--- src/rtl/hbc_cfg.svh ---
// Notes on behaviour
// - mode bits 00 off, 01 interrupt dual, 10 debug full, 11 debug dual.
// - no breakpoint fires while background debug is already active.
// - only interrupt dual mode raises a software interrupt; program fetches only there.
// - interrupt dual mode ignores direction and byte masks; range bits still apply.
// - dual modes: second-compare enable arms breakpoint one using second compare registers.
// - full mode ignores breakpoint-one range and direction bits.
// - full mode: enable data compare and masks, all ignored when program-only set.
// - dual modes ignore both data byte masks.
// - debug entry requested only when the debug unit permits it.
// - debug dual with program-only ignores direction and mask settings.
// - program-only clear breaks on any match; set breaks only on executed opcodes.
// - program-only bit has no effect in interrupt dual mode.
// - breakpoint zero range bit picks upper byte or full 16-bit address.
// - breakpoint one range bit adds low second compare byte in dual mode.
// - second compare registers unused when second-compare enable is clear.
// - full mode high mask clear compares data 15:8 with high second compare.
// - full mode low mask clear compares data 7:0 with low second compare.
// - breakpoint zero direction enable; value 0 writes, 1 reads, else don't care.
// - breakpoint one direction only in dual mode with second compare enabled.
// - qualifier control register at 0x21 is read/write in all modes.
// - high address compare matches the address bus upper byte.
// - low address compare matches the low address byte when range bit set.
// - four compare registers clear on power-on only, not on ordinary reset.
`ifndef HBC_CFG_SVH
`define HBC_CFG_SVH
`define HBC_OFS_MODE 8'h20
`define HBC_OFS_QUAL 8'h21
`define HBC_OFS_AH 8'h24
`define HBC_OFS_AL 8'h25
`define HBC_OFS_DH 8'h26
`define HBC_OFS_DL 8'h27
// mode register fields
`define HBC_MODE_HI 7
`define HBC_MODE_LO 6
`define HBC_PONLY 5
`define HBC_BP1ALE 1
`define HBC_BP0ALE 0
// qualifier register fields
`define HBC_SCE 7
`define HBC_MASKH 6
`define HBC_MASKL 5
`define HBC_BP1RWE 3
`define HBC_BP1RW 2
`define HBC_BP0RWE 1
`define HBC_BP0RW 0
`define HBC_MODE_WMASK 8'hE3
`define HBC_QUAL_WMASK 8'hEF
`define HBC_RST_CTRL 8'h00
`define HBC_RST_CMP 8'h00
`endif

--- src/rtl/hbc_pkg.sv ---
package hbc_pkg;
    typedef enum logic [1:0] {
        HBC_OFF = 2'b00,
        HBC_SWI_DUAL = 2'b01,
        HBC_DBG_FULL = 2'b10,
        HBC_DBG_DUAL = 2'b11
    } hbc_mode_t;
    typedef enum logic [1:0] {
        HBC_BUS_IDLE = 2'b00,
        HBC_BUS_DONE = 2'b01
    } hbc_bus_t;
endpackage

--- src/rtl/hbc_breakpoint.sv ---
// Register access over Avalon-MM is this design's own decision.
`timescale 1ns/100ps
`include "hbc_cfg.svh"
module hbc_breakpoint (
    // clock, enable, resets
    input wire logic clk,
    input wire logic clkEn,
    input wire logic srst,
    input wire logic porRst,
    // avalon-mm register slave
    input wire logic [7:0] avsAddress,
    input wire logic avsRead,
    input wire logic avsWrite,
    input wire logic [31:0] avsWriteData,
    input wire logic [3:0] avsByteEnable,
    output logic [31:0] avsReadData,
    output logic avsWaitRequest,
    // core bus
    input wire logic busValid,
    input wire logic [15:0] busAddr,
    input wire logic [15:0] busData,
    input wire logic busRead,
    input wire logic busFetch,
    input wire logic opExecuted,
    // debug unit
    input wire logic backgroundDebugActive,
    input wire logic backgroundDebugPermit,
    // breakpoint requests
    output logic softwareInterruptReq,
    output logic backgroundDebugReq,
    output hbc_pkg::hbc_mode_t modeOut
);
    import hbc_pkg::*;

    //--------------------------------------------------
    // registers
    //--------------------------------------------------
    logic [7:0] modeCtrl_reg;
    logic [7:0] qualCtrl_reg;
    logic [7:0] addrHi_reg;
    logic [7:0] addrLo_reg;
    logic [7:0] cmpHi_reg;
    logic [7:0] cmpLo_reg;
    hbc_bus_t busSt_reg;
    logic wrHit;
    logic rdHit;
    logic [7:0] rdByte;

    // waitrequest drops one cycle after a request appears; a write lands only on that
    // low edge, so the master never sees a register change while still waiting
    assign wrHit = avsWrite && busSt_reg == HBC_BUS_DONE && avsByteEnable[0];
    assign rdHit = avsRead && busSt_reg == HBC_BUS_IDLE;

    // bus handshake state
    always_ff @(posedge clk) begin
        if (srst) begin
            busSt_reg <= HBC_BUS_IDLE;
            avsWaitRequest <= 1'b1;
        end else if (clkEn) begin
            case (busSt_reg)
                HBC_BUS_IDLE: begin
                    if (avsRead || avsWrite) begin
                        busSt_reg <= HBC_BUS_DONE;
                        avsWaitRequest <= 1'b0;
                    end
                end
                default: begin
                    busSt_reg <= HBC_BUS_IDLE;
                    avsWaitRequest <= 1'b1;
                end
            endcase
        end
    end

    // read mux; unmapped words read as zero
    always_comb begin
        if (avsAddress == `HBC_OFS_MODE) begin
            rdByte = modeCtrl_reg;
        end else if (avsAddress == `HBC_OFS_QUAL) begin
            rdByte = qualCtrl_reg;
        end else if (avsAddress == `HBC_OFS_AH) begin
            rdByte = addrHi_reg;
        end else if (avsAddress == `HBC_OFS_AL) begin
            rdByte = addrLo_reg;
        end else if (avsAddress == `HBC_OFS_DH) begin
            rdByte = cmpHi_reg;
        end else if (avsAddress == `HBC_OFS_DL) begin
            rdByte = cmpLo_reg;
        end else begin
            rdByte = 8'h00;
        end
    end

    always_ff @(posedge clk) begin
        if (srst) begin
            avsReadData <= 32'h00000000;
        end else if (clkEn && rdHit) begin
            avsReadData <= {24'h000000, rdByte};
        end
    end

    // control registers follow ordinary reset
    always_ff @(posedge clk) begin
        if (srst || porRst) begin
            modeCtrl_reg <= `HBC_RST_CTRL;
            qualCtrl_reg <= `HBC_RST_CTRL;
        end else if (clkEn && wrHit) begin
            if (avsAddress == `HBC_OFS_MODE) begin
                modeCtrl_reg <= avsWriteData[7:0] & `HBC_MODE_WMASK;
            end else if (avsAddress == `HBC_OFS_QUAL) begin
                qualCtrl_reg <= avsWriteData[7:0] & `HBC_QUAL_WMASK;
            end
        end
    end

    // compare values survive ordinary reset; the mode register clears, so no break fires until the mode is set again
    always_ff @(posedge clk) begin
        if (porRst) begin
            addrHi_reg <= `HBC_RST_CMP;
            addrLo_reg <= `HBC_RST_CMP;
            cmpHi_reg <= `HBC_RST_CMP;
            cmpLo_reg <= `HBC_RST_CMP;
        end else if (clkEn && wrHit) begin
            if (avsAddress == `HBC_OFS_AH) begin
                addrHi_reg <= avsWriteData[7:0];
            end else if (avsAddress == `HBC_OFS_AL) begin
                addrLo_reg <= avsWriteData[7:0];
            end else if (avsAddress == `HBC_OFS_DH) begin
                cmpHi_reg <= avsWriteData[7:0];
            end else if (avsAddress == `HBC_OFS_DL) begin
                cmpLo_reg <= avsWriteData[7:0];
            end
        end
    end

    //--------------------------------------------------
    // comparators
    //--------------------------------------------------
    hbc_mode_t mode;
    logic pOnly, sce, dualMode, ignoreQual;
    logic bp0Hit, bp1Hit, fullHit, dirOk0, dirOk1;
    logic progOk, anyHit;

    assign mode = hbc_mode_t'({modeCtrl_reg[`HBC_MODE_HI], modeCtrl_reg[`HBC_MODE_LO]});
    // program-only is forced in interrupt mode, bit itself ignored there
    assign pOnly = (mode == HBC_SWI_DUAL) || modeCtrl_reg[`HBC_PONLY];
    assign sce = qualCtrl_reg[`HBC_SCE];
    assign dualMode = (mode == HBC_SWI_DUAL) || (mode == HBC_DBG_DUAL);
    // qualifiers dropped in interrupt mode and on any program-only break
    assign ignoreQual = pOnly;

    // direction checks, busRead high is a read cycle
    assign dirOk0 = ignoreQual || !qualCtrl_reg[`HBC_BP0RWE]
                    || (qualCtrl_reg[`HBC_BP0RW] == busRead);
    assign dirOk1 = ignoreQual || !qualCtrl_reg[`HBC_BP1RWE]
                    || (qualCtrl_reg[`HBC_BP1RW] == busRead);

    // breakpoint zero, used in full and dual modes
    assign bp0Hit = (busAddr[15:8] == addrHi_reg)
                    && (!modeCtrl_reg[`HBC_BP0ALE] || busAddr[7:0] == addrLo_reg)
                    && dirOk0;

    // breakpoint one uses second compare registers as address, masks never used
    assign bp1Hit = dualMode && sce
                    && (busAddr[15:8] == cmpHi_reg)
                    && (!modeCtrl_reg[`HBC_BP1ALE] || busAddr[7:0] == cmpLo_reg)
                    && dirOk1;

    // full mode data stage; breakpoint-one bits not consulted here
    assign fullHit = bp0Hit && (pOnly || !sce
                     || ((qualCtrl_reg[`HBC_MASKH] || busData[15:8] == cmpHi_reg)
                     && (qualCtrl_reg[`HBC_MASKL] || busData[7:0] == cmpLo_reg)));

    // program-only breaks need an executed fetch (tag travels with the opcode)
    assign progOk = !pOnly || (busFetch && opExecuted);

    always_comb begin
        case (mode)
            HBC_DBG_FULL: anyHit = fullHit;
            HBC_SWI_DUAL, HBC_DBG_DUAL: anyHit = bp0Hit || bp1Hit;
            default: anyHit = 1'b0;
        endcase
    end

    //--------------------------------------------------
    // request outputs
    //--------------------------------------------------
    logic fire;
    assign fire = busValid && anyHit && progOk && !backgroundDebugActive;

    // permit is not checked for software interrupts; debug entry needs it
    always_ff @(posedge clk) begin
        if (srst) begin
            softwareInterruptReq <= 1'b0;
            backgroundDebugReq <= 1'b0;
            modeOut <= HBC_OFF;
        end else if (clkEn) begin
            softwareInterruptReq <= fire && mode == HBC_SWI_DUAL;
            backgroundDebugReq <= fire && mode[1] && backgroundDebugPermit;
            modeOut <= mode;
        end
    end

    //--------------------------------------------------
    // checks
    //--------------------------------------------------
    a_no_break_active: assert property (@(posedge clk) disable iff (srst)
        clkEn && backgroundDebugActive |=> !softwareInterruptReq && !backgroundDebugReq)
        else $error("break raised while debug active");
    a_swi_mode_only: assert property (@(posedge clk) disable iff (srst)
        softwareInterruptReq |-> $past(mode) == HBC_SWI_DUAL)
        else $error("software interrupt outside its mode");
    a_dbg_permit: assert property (@(posedge clk) disable iff (srst)
        backgroundDebugReq |-> $past(backgroundDebugPermit) && $past(mode[1]))
        else $error("debug request without permit");
    a_off_silent: assert property (@(posedge clk) disable iff (srst)
        clkEn && mode == HBC_OFF |=> !softwareInterruptReq && !backgroundDebugReq)
        else $error("break while off");
    a_prog_only: assert property (@(posedge clk) disable iff (srst)
        clkEn && pOnly && !busFetch |=> !softwareInterruptReq && !backgroundDebugReq)
        else $error("program break on non fetch");
    a_hi_addr_full: assert property (@(posedge clk) disable iff (srst)
        clkEn && mode == HBC_DBG_FULL && busAddr[15:8] != addrHi_reg |=> !backgroundDebugReq)
        else $error("full break on wrong high address");
    a_bp1_needs_sce: assert property (@(posedge clk) disable iff (srst)
        clkEn && dualMode && !sce && !bp0Hit |=> !softwareInterruptReq && !backgroundDebugReq)
        else $error("second break without enable");
    a_bus_ack_once: assert property (@(posedge clk) disable iff (srst)
        clkEn && !avsWaitRequest |=> avsWaitRequest)
        else $error("waitrequest low two cycles");

    // a request seen while the bus handshake is idle is answered on the next edge
    a_bus_answer: assert property (@(posedge clk) disable iff (srst)
        clkEn && (avsRead || avsWrite) && busSt_reg == HBC_BUS_IDLE |=> !avsWaitRequest)
        else $error("request not answered");

    // unused control bits never hold a one
    a_qual_spare: assert property (@(posedge clk) disable iff (srst)
        qualCtrl_reg[4] == 1'b0)
        else $error("qualifier spare bit set");
    a_mode_spare: assert property (@(posedge clk) disable iff (srst)
        modeCtrl_reg[4:2] == 3'b000)
        else $error("mode spare bits set");

    // the mode output tracks the decoded mode one cycle late
    a_mode_track: assert property (@(posedge clk) disable iff (srst)
        clkEn |=> modeOut == $past(mode))
        else $error("mode output stale");

    // no request without a valid bus cycle
    a_need_valid: assert property (@(posedge clk) disable iff (srst)
        clkEn && !busValid |=> !softwareInterruptReq && !backgroundDebugReq)
        else $error("break without bus cycle");

    // a qualifying match must actually raise its request
    a_swi_raised: assert property (@(posedge clk) disable iff (srst)
        clkEn && fire && mode == HBC_SWI_DUAL |=> softwareInterruptReq)
        else $error("software interrupt missed");
    a_dbg_raised: assert property (@(posedge clk) disable iff (srst)
        clkEn && fire && mode[1] && backgroundDebugPermit |=> backgroundDebugReq)
        else $error("debug request missed");

    // each mode drives only its own request line
    a_dbg_no_swi: assert property (@(posedge clk) disable iff (srst)
        clkEn && mode[1] |=> !softwareInterruptReq)
        else $error("software interrupt in debug mode");
    a_swi_no_dbg: assert property (@(posedge clk) disable iff (srst)
        clkEn && mode == HBC_SWI_DUAL |=> !backgroundDebugReq)
        else $error("debug request in interrupt mode");

    // full mode data bytes, when compared, must agree
    a_full_data_hi: assert property (@(posedge clk) disable iff (srst)
        clkEn && mode == HBC_DBG_FULL && !pOnly && sce && !qualCtrl_reg[`HBC_MASKH]
        && busData[15:8] != cmpHi_reg |=> !backgroundDebugReq)
        else $error("full break on wrong high data");
    a_full_data_lo: assert property (@(posedge clk) disable iff (srst)
        clkEn && mode == HBC_DBG_FULL && !pOnly && sce && !qualCtrl_reg[`HBC_MASKL]
        && busData[7:0] != cmpLo_reg |=> !backgroundDebugReq)
        else $error("full break on wrong low data");

    // low address byte counts once its range bit is set
    a_full_lo_addr: assert property (@(posedge clk) disable iff (srst)
        clkEn && mode == HBC_DBG_FULL && modeCtrl_reg[`HBC_BP0ALE]
        && busAddr[7:0] != addrLo_reg |=> !backgroundDebugReq)
        else $error("full break on wrong low address");

    // power-on clears every compare register
    a_cmp_por: assert property (@(posedge clk) disable iff (srst)
        porRst |=> addrHi_reg == 8'h00 && addrLo_reg == 8'h00
        && cmpHi_reg == 8'h00 && cmpLo_reg == 8'h00)
        else $error("compare registers kept over power-on");
endmodule

--- config.mk ---
export PLATFORM = sky130hd
export DESIGN_NAME = hbc_breakpoint
export DESIGN_NICKNAME = d
export VERILOG_FILES = /design/src/rtl/hbc_pkg.sv /design/src/rtl/hbc_breakpoint.sv
export VERILOG_INCLUDE_DIRS = /design/src /design/src/rtl
export SDC_FILE = /design/constraint.sdc
export NUM_CORES = 1
export LEC_CHECK = 0
export BUFFER_PORTS_ARGS = -buffer_cell sky130_fd_sc_hd__buf_2
export CAP_MARGIN = 10
export CORE_UTILIZATION = 54
export CTS_BUF_LIST = sky130_fd_sc_hd__clkbuf_2
export DETAILED_ROUTE_END_ITERATION = 8
export PLACE_DENSITY_LB_ADDON = 0.08
export SETUP_SLACK_MARGIN = 0.2
export SLEW_MARGIN = 20
export SYNTH_ARGS = -nofsm -noshare
export SYNTH_HDL_FRONTEND = slang
export SYNTH_SLANG_ARGS = --single-unit
--- constraint.sdc ---
create_clock -name clk -period 4.95 [get_ports clk]
set_input_delay 0.495 -clock clk [delete_from_list [all_inputs] [get_ports clk]]
set_output_delay 0.495 -clock clk [all_outputs]
set_load 0.005 [all_outputs]
==> run summary, run 1 <==
Per report_power, the clock group accounts for 33.8% of the total. Measured along the y axis, the die boundary spans 80.72 µm. Slowest library cell on the worst path: sky130_fd_sc_hd__nor3b_2.

The final critical-path share of the clock period works out to 47.30%. The worst path in the final design needs a cycle of 2341 ps, including I/O delays and setup. The endpoint type of the worst setup path was a register. Based on the critical path, the design can be clocked at up to 427.1 MHz.

Entering global routing, the biggest net connects 34 pins. In this run, distinct cell masters in the synthesized netlist total 44. Root buffer cell: sky130_fd_sc_hd__clkbuf_2. The number of max-slew violations in the final report was 0; the total chip power was 0.0008622 W. For the arrival time at the worst endpoint, the log shows 2700 ps. Cell accounting for the most synthesized area: sky130_fd_sc_hd__dfxtp_1.

After routing, the total negative slack on setup checks comes to 0 ps. The share of the synthesized area in the top cell type works out to 34.70%. The slew at the pin with the worst max-slew slack was 920.0 ps. The total number of H-tree levels was 3.

The flow ran to the end, and the final reports show no timing, DRC or antenna violations. The first-pass detailed-route iteration total was 4. In this run the critical register-to-register path is launched from busSt_reg[0]$_SDFFE_PP0P_. From synthesis to final layout, the design area changed by 11.67%.

Terminus of the critical flop-to-flop path: addrHi_reg[4]$_SDFFE_PP0P_. The async set or reset register ratio after synthesis is 0%, and the detailed-route wire length per cell is 16.08 µm. The run gives 62.73% as the final cell utilization of the core. The synthesized netlist devotes 18.81% of its cell area to simple gates. The fill cell total of the finished layout was 529. Prior to clock tree synthesis, the placed netlist has a worst setup slack of 2253 ps.

Ranked by total cell area, the synthesized netlist is headed by sky130_fd_sc_hd__dfxtp_1 35%, sky130_fd_sc_hd__mux2i_1 14%, sky130_fd_sc_hd__xnor2_1 13%. Net switching is 27.07% of the power. The portion of synthesized area spent on multiplexers is 19.48%. The cell area that synthesis handed to floorplanning was 3346 µm². The number of enable-type register cells in the synthesized netlist was 0; the total overflow reported by the global router was 0. During placement, the flow inserted port buffers numbering 73. Length in cells of the worst reg-to-reg path: 5. TritonCTS built the clock tree. The number of buffers created by CTS came out at 9. For this design the static power due to leakage is 1.442 nW.

The area fraction in compound gates after synthesis was 5.722%; the cell count along the critical path was 5. During synthesis, Yosys emitted a total of 0 warnings. Per report_power, the combinational group accounts for 11.5% of the total. Most numerous cell in the Yosys netlist: sky130_fd_sc_hd__dfxtp_1.

The final worst slack is 2609 ps. The worst-case vdd ir drop came out at 0.0001674 V. The largest driver fanout on the critical path is 8. The routability congestion estimate is 0.8509, and the horizontal die dimension is 80.72 µm. Counting along the longest clock path gives a buffer depth of 2. The average instance in the mapped netlist occupies 9.726 µm².

Portion of the post-synthesis area used by sequential elements: 34.70%. The total number of clock tree sinks was 58; the power density relative to cell area was 230.8 nW/µm². The final count of negative-setup-slack endpoints was 0; the count of inserted antenna diode cells was 0. In this run the standard cell core region covers 5956 µm². Number of antenna violations at the first check in global routing: 0. The number of instances in the synthesized netlist is 344, and the initial cell density of the core is 56.18%.

The critical path is of the register to register type. The clock arrives with 31.25 ps of skew. The run gives 125 as the top-level port count.

The final net count is 499, and the sequential cell fraction of total power is 54.7%. The wire length of the first global-routing pass was 12.45 mm. The setup check on the worst reg-to-reg path leaves a slack of 2610 ps.

Total of flip-flops plus latches after synthesis: 58. Sorting the synthesized cells by how often they occur yields 58 x sky130_fd_sc_hd__dfxtp_1, 50 x sky130_fd_sc_hd__nor2_1, 50 x sky130_fd_sc_hd__xnor2_1, 46 x sky130_fd_sc_hd__mux2i_1, 27 x sky130_fd_sc_hd__buf_4. Grouping stages by cell kind, the critical path spends the most delay in simple AND/OR/NAND/NOR gates.

The internal portion of the total power is 0.0006288 W. Setup repair after global routing left no endpoint under its margin. The tools report the first element of the critical path as busSt_reg[0]$_SDFFE_PP0P_.

The run gives 0 as the setup fix buffers added after clock tree synthesis. The main combinational cell family by area after synthesis was multiplexers. STA classifies the critical path startpoint as a register.

Global routing consumed, over all layers together, 26.44% of the routing resources. For the number of global-route vias before repair, the log shows 2408. The clock reaches the later pin of the worst-skew pair after 490 ps.

The path class of the tightest hold or removal check is primary input to register. The flip-flop cell with the highest count after synthesis is sky130_fd_sc_hd__dfxtp_1. The die area is 6515 µm², and the post-route antenna net violation count is 0. The tool flagged a number of max-cap violations equal to 0.

The detailed-route DRC error count came out at 0. Once detailed placement completed, the half-perimeter wirelength came to 6.165 mm. Traced cell by cell, the critical path runs through nand4_2, nor4_4, nor3b_2, mux2i_1, nor2_1. The headroom to the max-slew limit is 38.40%, and the switching power total is 0.0002334 W. The total buffers and inverters traversed by the critical path works out to 0. After the first detailed-routing iteration, the DRC count stood at 112. The adder-cell share of the synthesized area is 0%, and the number of rows created at floorplan is 28. In the routed layout, each cell is associated on average with a via count of 5.424.

After clock tree synthesis, the clock-pin slew on the worst setup and hold paths is 180 ps. The synthesized netlist devotes 13.09% of its cell area to XOR and XNOR gates. The run gives 2663 as the via count. The maximum single-stage delay on the critical path was 810 ps. The logs give 0 for the number of gates resized after cts and 5310 ps for the critical path data required time. Number of endpoints with negative hold slack in the final report: 0. The tools report the worst setup path endpoint as addrHi_reg[4]$_SDFFE_PP0P_. Cells with a size suffix above 1 make up 28.61% of the layout. The final layout contains routed wiring with a total length of 7.893 mm.

Hold repair after CTS inserted 0 buffers.
==> tightest hold or removal path, delay by kind of cell <==
kind                   cells  cell delay [ps]
muxes                      1               60
buffers and inverters      1              110
and+or+nand+nor            1               70
==> power groups by stage <==
stage	clock network, W	logic, W	registers [W]
after CTS	0.000295	0.0000987	0.000472
after global placement	0	0.0000976	0.000482
after global routing	0.000314	0.000110	0.000473
after detailed placement	0	0.0000985	0.000482
after floorplan	0	0.0000671	0.000482
final	0.000291	0.0000988	0.000472
==> cell usage in the layout (no fill, tap or decap), types with 2 or more instances in the layout <==
| master | netlist | final |
|---|---|---|
| sky130_fd_sc_hd__and3b_1 | 2 | 2 |
| sky130_fd_sc_hd__xnor2_1 | 50 | 50 |
| sky130_fd_sc_hd__nor2b_1 | 3 | 3 |
| sky130_fd_sc_hd__nor3_1 | 3 | 3 |
| sky130_fd_sc_hd__o21ai_0 | 6 | 6 |
| sky130_fd_sc_hd__mux2i_1 | 46 | 46 |
| sky130_fd_sc_hd__nand2_1 | 11 | 11 |
| sky130_fd_sc_hd__buf_2 | 3 | 73 |
| sky130_fd_sc_hd__clkbuf_2 | 0 | 10 |
| sky130_fd_sc_hd__a22o_1 | 2 | 2 |
| sky130_fd_sc_hd__a21oi_1 | 8 | 8 |
| sky130_fd_sc_hd__o2bb2ai_1 | 2 | 2 |
| sky130_fd_sc_hd__nand4_1 | 13 | 13 |
| sky130_fd_sc_hd__nor2_2 | 6 | 6 |
| sky130_fd_sc_hd__or2_2 | 2 | 2 |
| sky130_fd_sc_hd__nand3_1 | 3 | 3 |
| sky130_fd_sc_hd__conb_1 | 1 | 24 |
| sky130_fd_sc_hd__dfxtp_1 | 58 | 58 |
| sky130_fd_sc_hd__or3b_2 | 2 | 2 |
| sky130_fd_sc_hd__o211ai_1 | 2 | 2 |
| sky130_fd_sc_hd__nor2_1 | 50 | 50 |
| sky130_fd_sc_hd__a221o_1 | 4 | 4 |
| sky130_fd_sc_hd__nor4_4 | 2 | 2 |
| sky130_fd_sc_hd__nor3_2 | 3 | 3 |
| sky130_fd_sc_hd__clkinv_2 | 0 | 3 |
| sky130_fd_sc_hd__mux4_2 | 8 | 8 |
| sky130_fd_sc_hd__inv_1 | 2 | 2 |
==> worst min-delay path by stage <==
stage,from,endpoint,slack [ps],cells past startpoint
after floorplan,softwareInterruptReq$_SDFFE_PP0P_,softwareInterruptReq$_SDFFE_PP0P_,440,2
after global placement,softwareInterruptReq$_SDFFE_PP0P_,softwareInterruptReq$_SDFFE_PP0P_,430,2
after detailed placement,softwareInterruptReq$_SDFFE_PP0P_,softwareInterruptReq$_SDFFE_PP0P_,440,2
after CTS,avsWriteData[4],cmpLo_reg[4]$_SDFFE_PP0P_,290,3
after global routing,avsWriteData[4],addrHi_reg[4]$_SDFFE_PP0P_,310,3
final,avsWriteData[4],cmpLo_reg[4]$_SDFFE_PP0P_,300,3
==> metrics by stage <==
step                      hold slack (ps)  instances  area [µm²]
final                               295.8        491        3736
after global routing                311.4        491        3736
after CTS                           288.3        491        3736
after detailed placement            437.4        475        3628
after global placement              433.4        475        3628
after floorplan                     444.2        367        3432
==> kinds of logic (layout without fill, tap and decap cells) <==
kind of cell | Yosys count | after routing
simple gates | 110 | 110
flops | 58 | 58
mux | 55 | 55
xor+xnor | 50 | 50
buf+inv | 42 | 91
compound gates | 28 | 28
other cells | 1 | 24
==> area by class of cell <==
| class | count | area [µm²] | share of cell area (%) |
|---|---|---|---|
| flip-flops and latches | 58 | 1161 | 31.08 |
| well taps | 75 | 93.84 | 2.512 |
| repair buffers | 73 | 365.4 | 9.779 |
| clock inverters | 6 | 57.56 | 1.541 |
| inverters | 2 | 7.507 | 0.2009 |
| multi-input cells | 267 | 2001 | 53.55 |
| clock buffers | 10 | 50.05 | 1.340 |
==> routing by layer <==
metal / wire (µm) / vias to the layer above / track usage (%) / share of wire [%]
li1: - / 1285 / - / -
met1: 3386 / 1250 / 34.36 / 43
met2: 3745 / 114 / 43.73 / 47
met3: 580 / 14 / 4.091 / 7.3
met4: 180 / 0 / 10.54 / 2.3
met5: 0 / - / 0 / 0
Power figures use the tool's default switching activity.
==> inputs of run 2 (changes only) <==
CORE_UTILIZATION = 51   (was 54)
clock period = 2.4 ns   (was 4.95 ns; I/O delays follow)
==> run 2 against run 1 <==
Effect of this change: global-route usage shrank 2.3 points; critical path depth unchanged; final area up 0.90%; clock-buffer cell count up 1; register-to-register slack worse by 2000 ps; via count shrank 1.1%; non-clock buffer count up 8; setup slack worse by 2000 ps; combinational power rose by 110%; critical path type unchanged.
==> run summary, run 2 (same netlist as run 1, synthesis figures left out) <==
Endpoint type of the worst setup path: a register. The summed negative setup slack over all endpoints came out at 0 ps (unchanged). The total number of clock tree sinks is 58 (unchanged). Clock transition at the registers of the reported paths: 170 ps (about the same).

For the number of global-route vias before repair, the log shows 2482 (+3.1%). The horizontal die dimension came out at 83.00 µm (+2.8%). The length in cells of the worst reg-to-reg path is 5 (unchanged). For the clock skew, the log shows 27.04 ps (-4.211 ps).

The number of endpoints with negative hold slack in the final report is 0 (unchanged). The routability congestion estimate was 0.8402 (-1.3%); the vertical die dimension was 83.00 µm (+2.8%). Setup repair after global routing left no endpoint under its margin.

The logs give 1.467 nW (+1.7%) for the leakage power of the design and 2800 ps (-2510 ps) for the critical path data required time. The total overflow reported by the global router is 0 (unchanged). The area of the core is 6350 µm² (+6.6%), and the reg-to-reg setup timing slack is 650 ps (-1960 ps). The maximum clock frequency is 572.2 MHz (+34%). The number of max-slew violations in the final report is 0 (unchanged). The maximum single-stage delay on the critical path is 510 ps (-300 ps), and the arrival time at the worst endpoint is 2150 ps (-550 ps). Cell count of the worst hold path: 3 (unchanged). The detailed-route DRC error count is 0 (unchanged).

The largest net degree at the start of global routing is 33 (-2.9%). The top cell types in the final layout, fill and taps aside, are 73 x sky130_fd_sc_hd__buf_2, 58 x sky130_fd_sc_hd__dfxtp_1, 50 x sky130_fd_sc_hd__nor2_1, 50 x sky130_fd_sc_hd__xnor2_1, 46 x sky130_fd_sc_hd__mux2i_1. The tools report the number of rows created at floorplan as 29 (+3.6%). The post-layout minimum cycle time works out to 1748 ps (-593.5 ps). The max-cap check violation count came out at 0 (unchanged). The slowest library cell on the worst path was sky130_fd_sc_hd__dfxtp_1. The die area is 6888 µm² (+5.7%). The tools report the violation count after the first detailed-routing iteration as 113 (+0.89%).

The tools report the endpoint with the worst hold slack as softwareInterruptReq$_SDFFE_PP0P_. The final cell count without fillers is 501 (+2.0%), and the power density relative to cell area is 442.4 nW/µm² (+92%). Detailed-route wire length per cell: 15.80 µm (-1.7%). The type of the worst setup path was register to register.

Nature of the critical path startpoint: a register. The number of buffers created by CTS came out at 9 (unchanged). The tools report the post-route antenna net violation count as 0 (unchanged). The overall routed net length came out at 7.916 mm (+0.29%). Total global-route track usage: 24.17% (-2.3 points). The quantity of hold-fixing buffers added after cts is 0 (unchanged).

The synthesis-to-layout area growth came out at 12.68%. The fraction of layout instances using a drive strength above 1 is 29.25% (+0.64 points). The launch instance of the worst min-delay path was busValid. The headroom to the max-slew limit is 65.78% (+27 points), and the setup fix buffers added after clock tree synthesis is 0 (unchanged). The final critical-path share of the clock period is 72.82% (+26 points), and the via-per-instance ratio is 5.259 (-3.0%). The top-level port count was 125 (unchanged).

The run gives 52.69% (-3.5 points) as the initial cell density of the core. The first-pass detailed-route iteration total was 4 (unchanged); the quantity of I/O buffers inserted on ports was 73 (unchanged). The clock insertion delay at the later pin of the skew report is 480 ps (about the same), and the wire length of the first global-routing pass is 12.72 mm (+2.1%).

The path class of the tightest hold or removal check is primary input to register. The number of cells after detailed placement came out at 484 (+1.9%). Start of the worst register-to-register path: modeCtrl_reg[6]$_SDFFE_PP0P_. The run finished with clean final reports.

Count of inserted antenna diode cells: 0 (unchanged). Root buffer cell: sky130_fd_sc_hd__clkbuf_2. The number of buffers on the longest clock path came out at 2 (unchanged). The tools report the via count as 2635 (-1.1%). The terminus of the critical flop-to-flop path was softwareInterruptReq$_SDFFE_PP0P_. Traced cell by cell, the critical path runs through nor2b_1, nor4b_1, nor4_1, a22oi_1, o41ai_1. TritonCTS built the clock tree.

The total number of H-tree levels is 3 (unchanged), and the detailed placement HPWL is 6.240 mm (+1.2%). The final net count was 507 (+1.6%). The library cell used most frequently in the layout, excluding fill and tap cells, is sky130_fd_sc_hd__buf_2. The number of antenna violations at the first check in global routing is 0 (unchanged). The total chip power is 0.001668 W (+93%), and the worst-case vdd ir drop is 0.0003077 V (+84%). The tools report the post-placement worst setup slack as 385.0 ps (-1868 ps). The slew at the pin with the worst max-slew slack was 509.3 ps (-410.6 ps); the final count of negative-setup-slack endpoints was 0 (unchanged). The final worst slack was 652.2 ps (-1957 ps).

The number of gates resized after cts was 0 (unchanged); the largest driver fanout on the critical path was 7 (-1).
[run 2: area by class of cell]
class                   count  area [µm²]
flip-flops and latches     58        1161
multi-input cells         267        2001
repair buffers             81       427.9
inverters                   2       7.507
well taps                  77       96.34
clock inverters             5       21.27
fillers                   589        2580
clock buffers              11       55.05
[run 2: critical path: cells and delay by family, from the launching register on]
kind / cells / cell delay (ps)
and+or+nand+nor: 3 / 710
DFF: 1 / 510
AOI/OAI and AO/OA: 2 / 480
[run 2: power breakdown]
part	switching, W	internal (W)
logic	0.000115	0.0000927
clock network	0.000355	0.000132
registers	0.00000366	0.000969
[run 2: how the worst max path moves through the flow]
stage,depth (start not counted),end,from
floorplan,7,addrHi_reg[0]$_SDFFE_PP0P_,avsAddress[3]
detailed placement,7,addrLo_reg[7]$_SDFFE_PP0P_,avsAddress[3]
CTS,5,softwareInterruptReq$_SDFFE_PP0P_,modeCtrl_reg[6]$_SDFFE_PP0P_
global route,5,softwareInterruptReq$_SDFFE_PP0P_,modeCtrl_reg[6]$_SDFFE_PP0P_
global placement,7,addrLo_reg[7]$_SDFFE_PP0P_,avsAddress[3]
finish,5,softwareInterruptReq$_SDFFE_PP0P_,modeCtrl_reg[6]$_SDFFE_PP0P_
[run 2: through the flow]
stage	hold slack [ps]	cell area [µm²]	utilization, %
after floorplan	309.7	3432	-
after global placement	432.9	3684	58.01
after detailed placement	438.7	3684	58.01
after CTS	20.14	3760	59.21
after global routing	41.73	3770	59.37
final	52.79	3770	59.37
[run 2: layer usage]
| layer | global-route usage (%) | vias up | wire length (µm) |
|---|---|---|---|
| met2 | 40.61 | 82 | 3925 |
| met1 | 29.97 | 1235 | 3504 |
| met4 | 10.50 | 0 | 155 |
| met5 | 0 | - | 0 |
| met3 | 4.970 | 15 | 330 |
| li1 | - | 1303 | - |
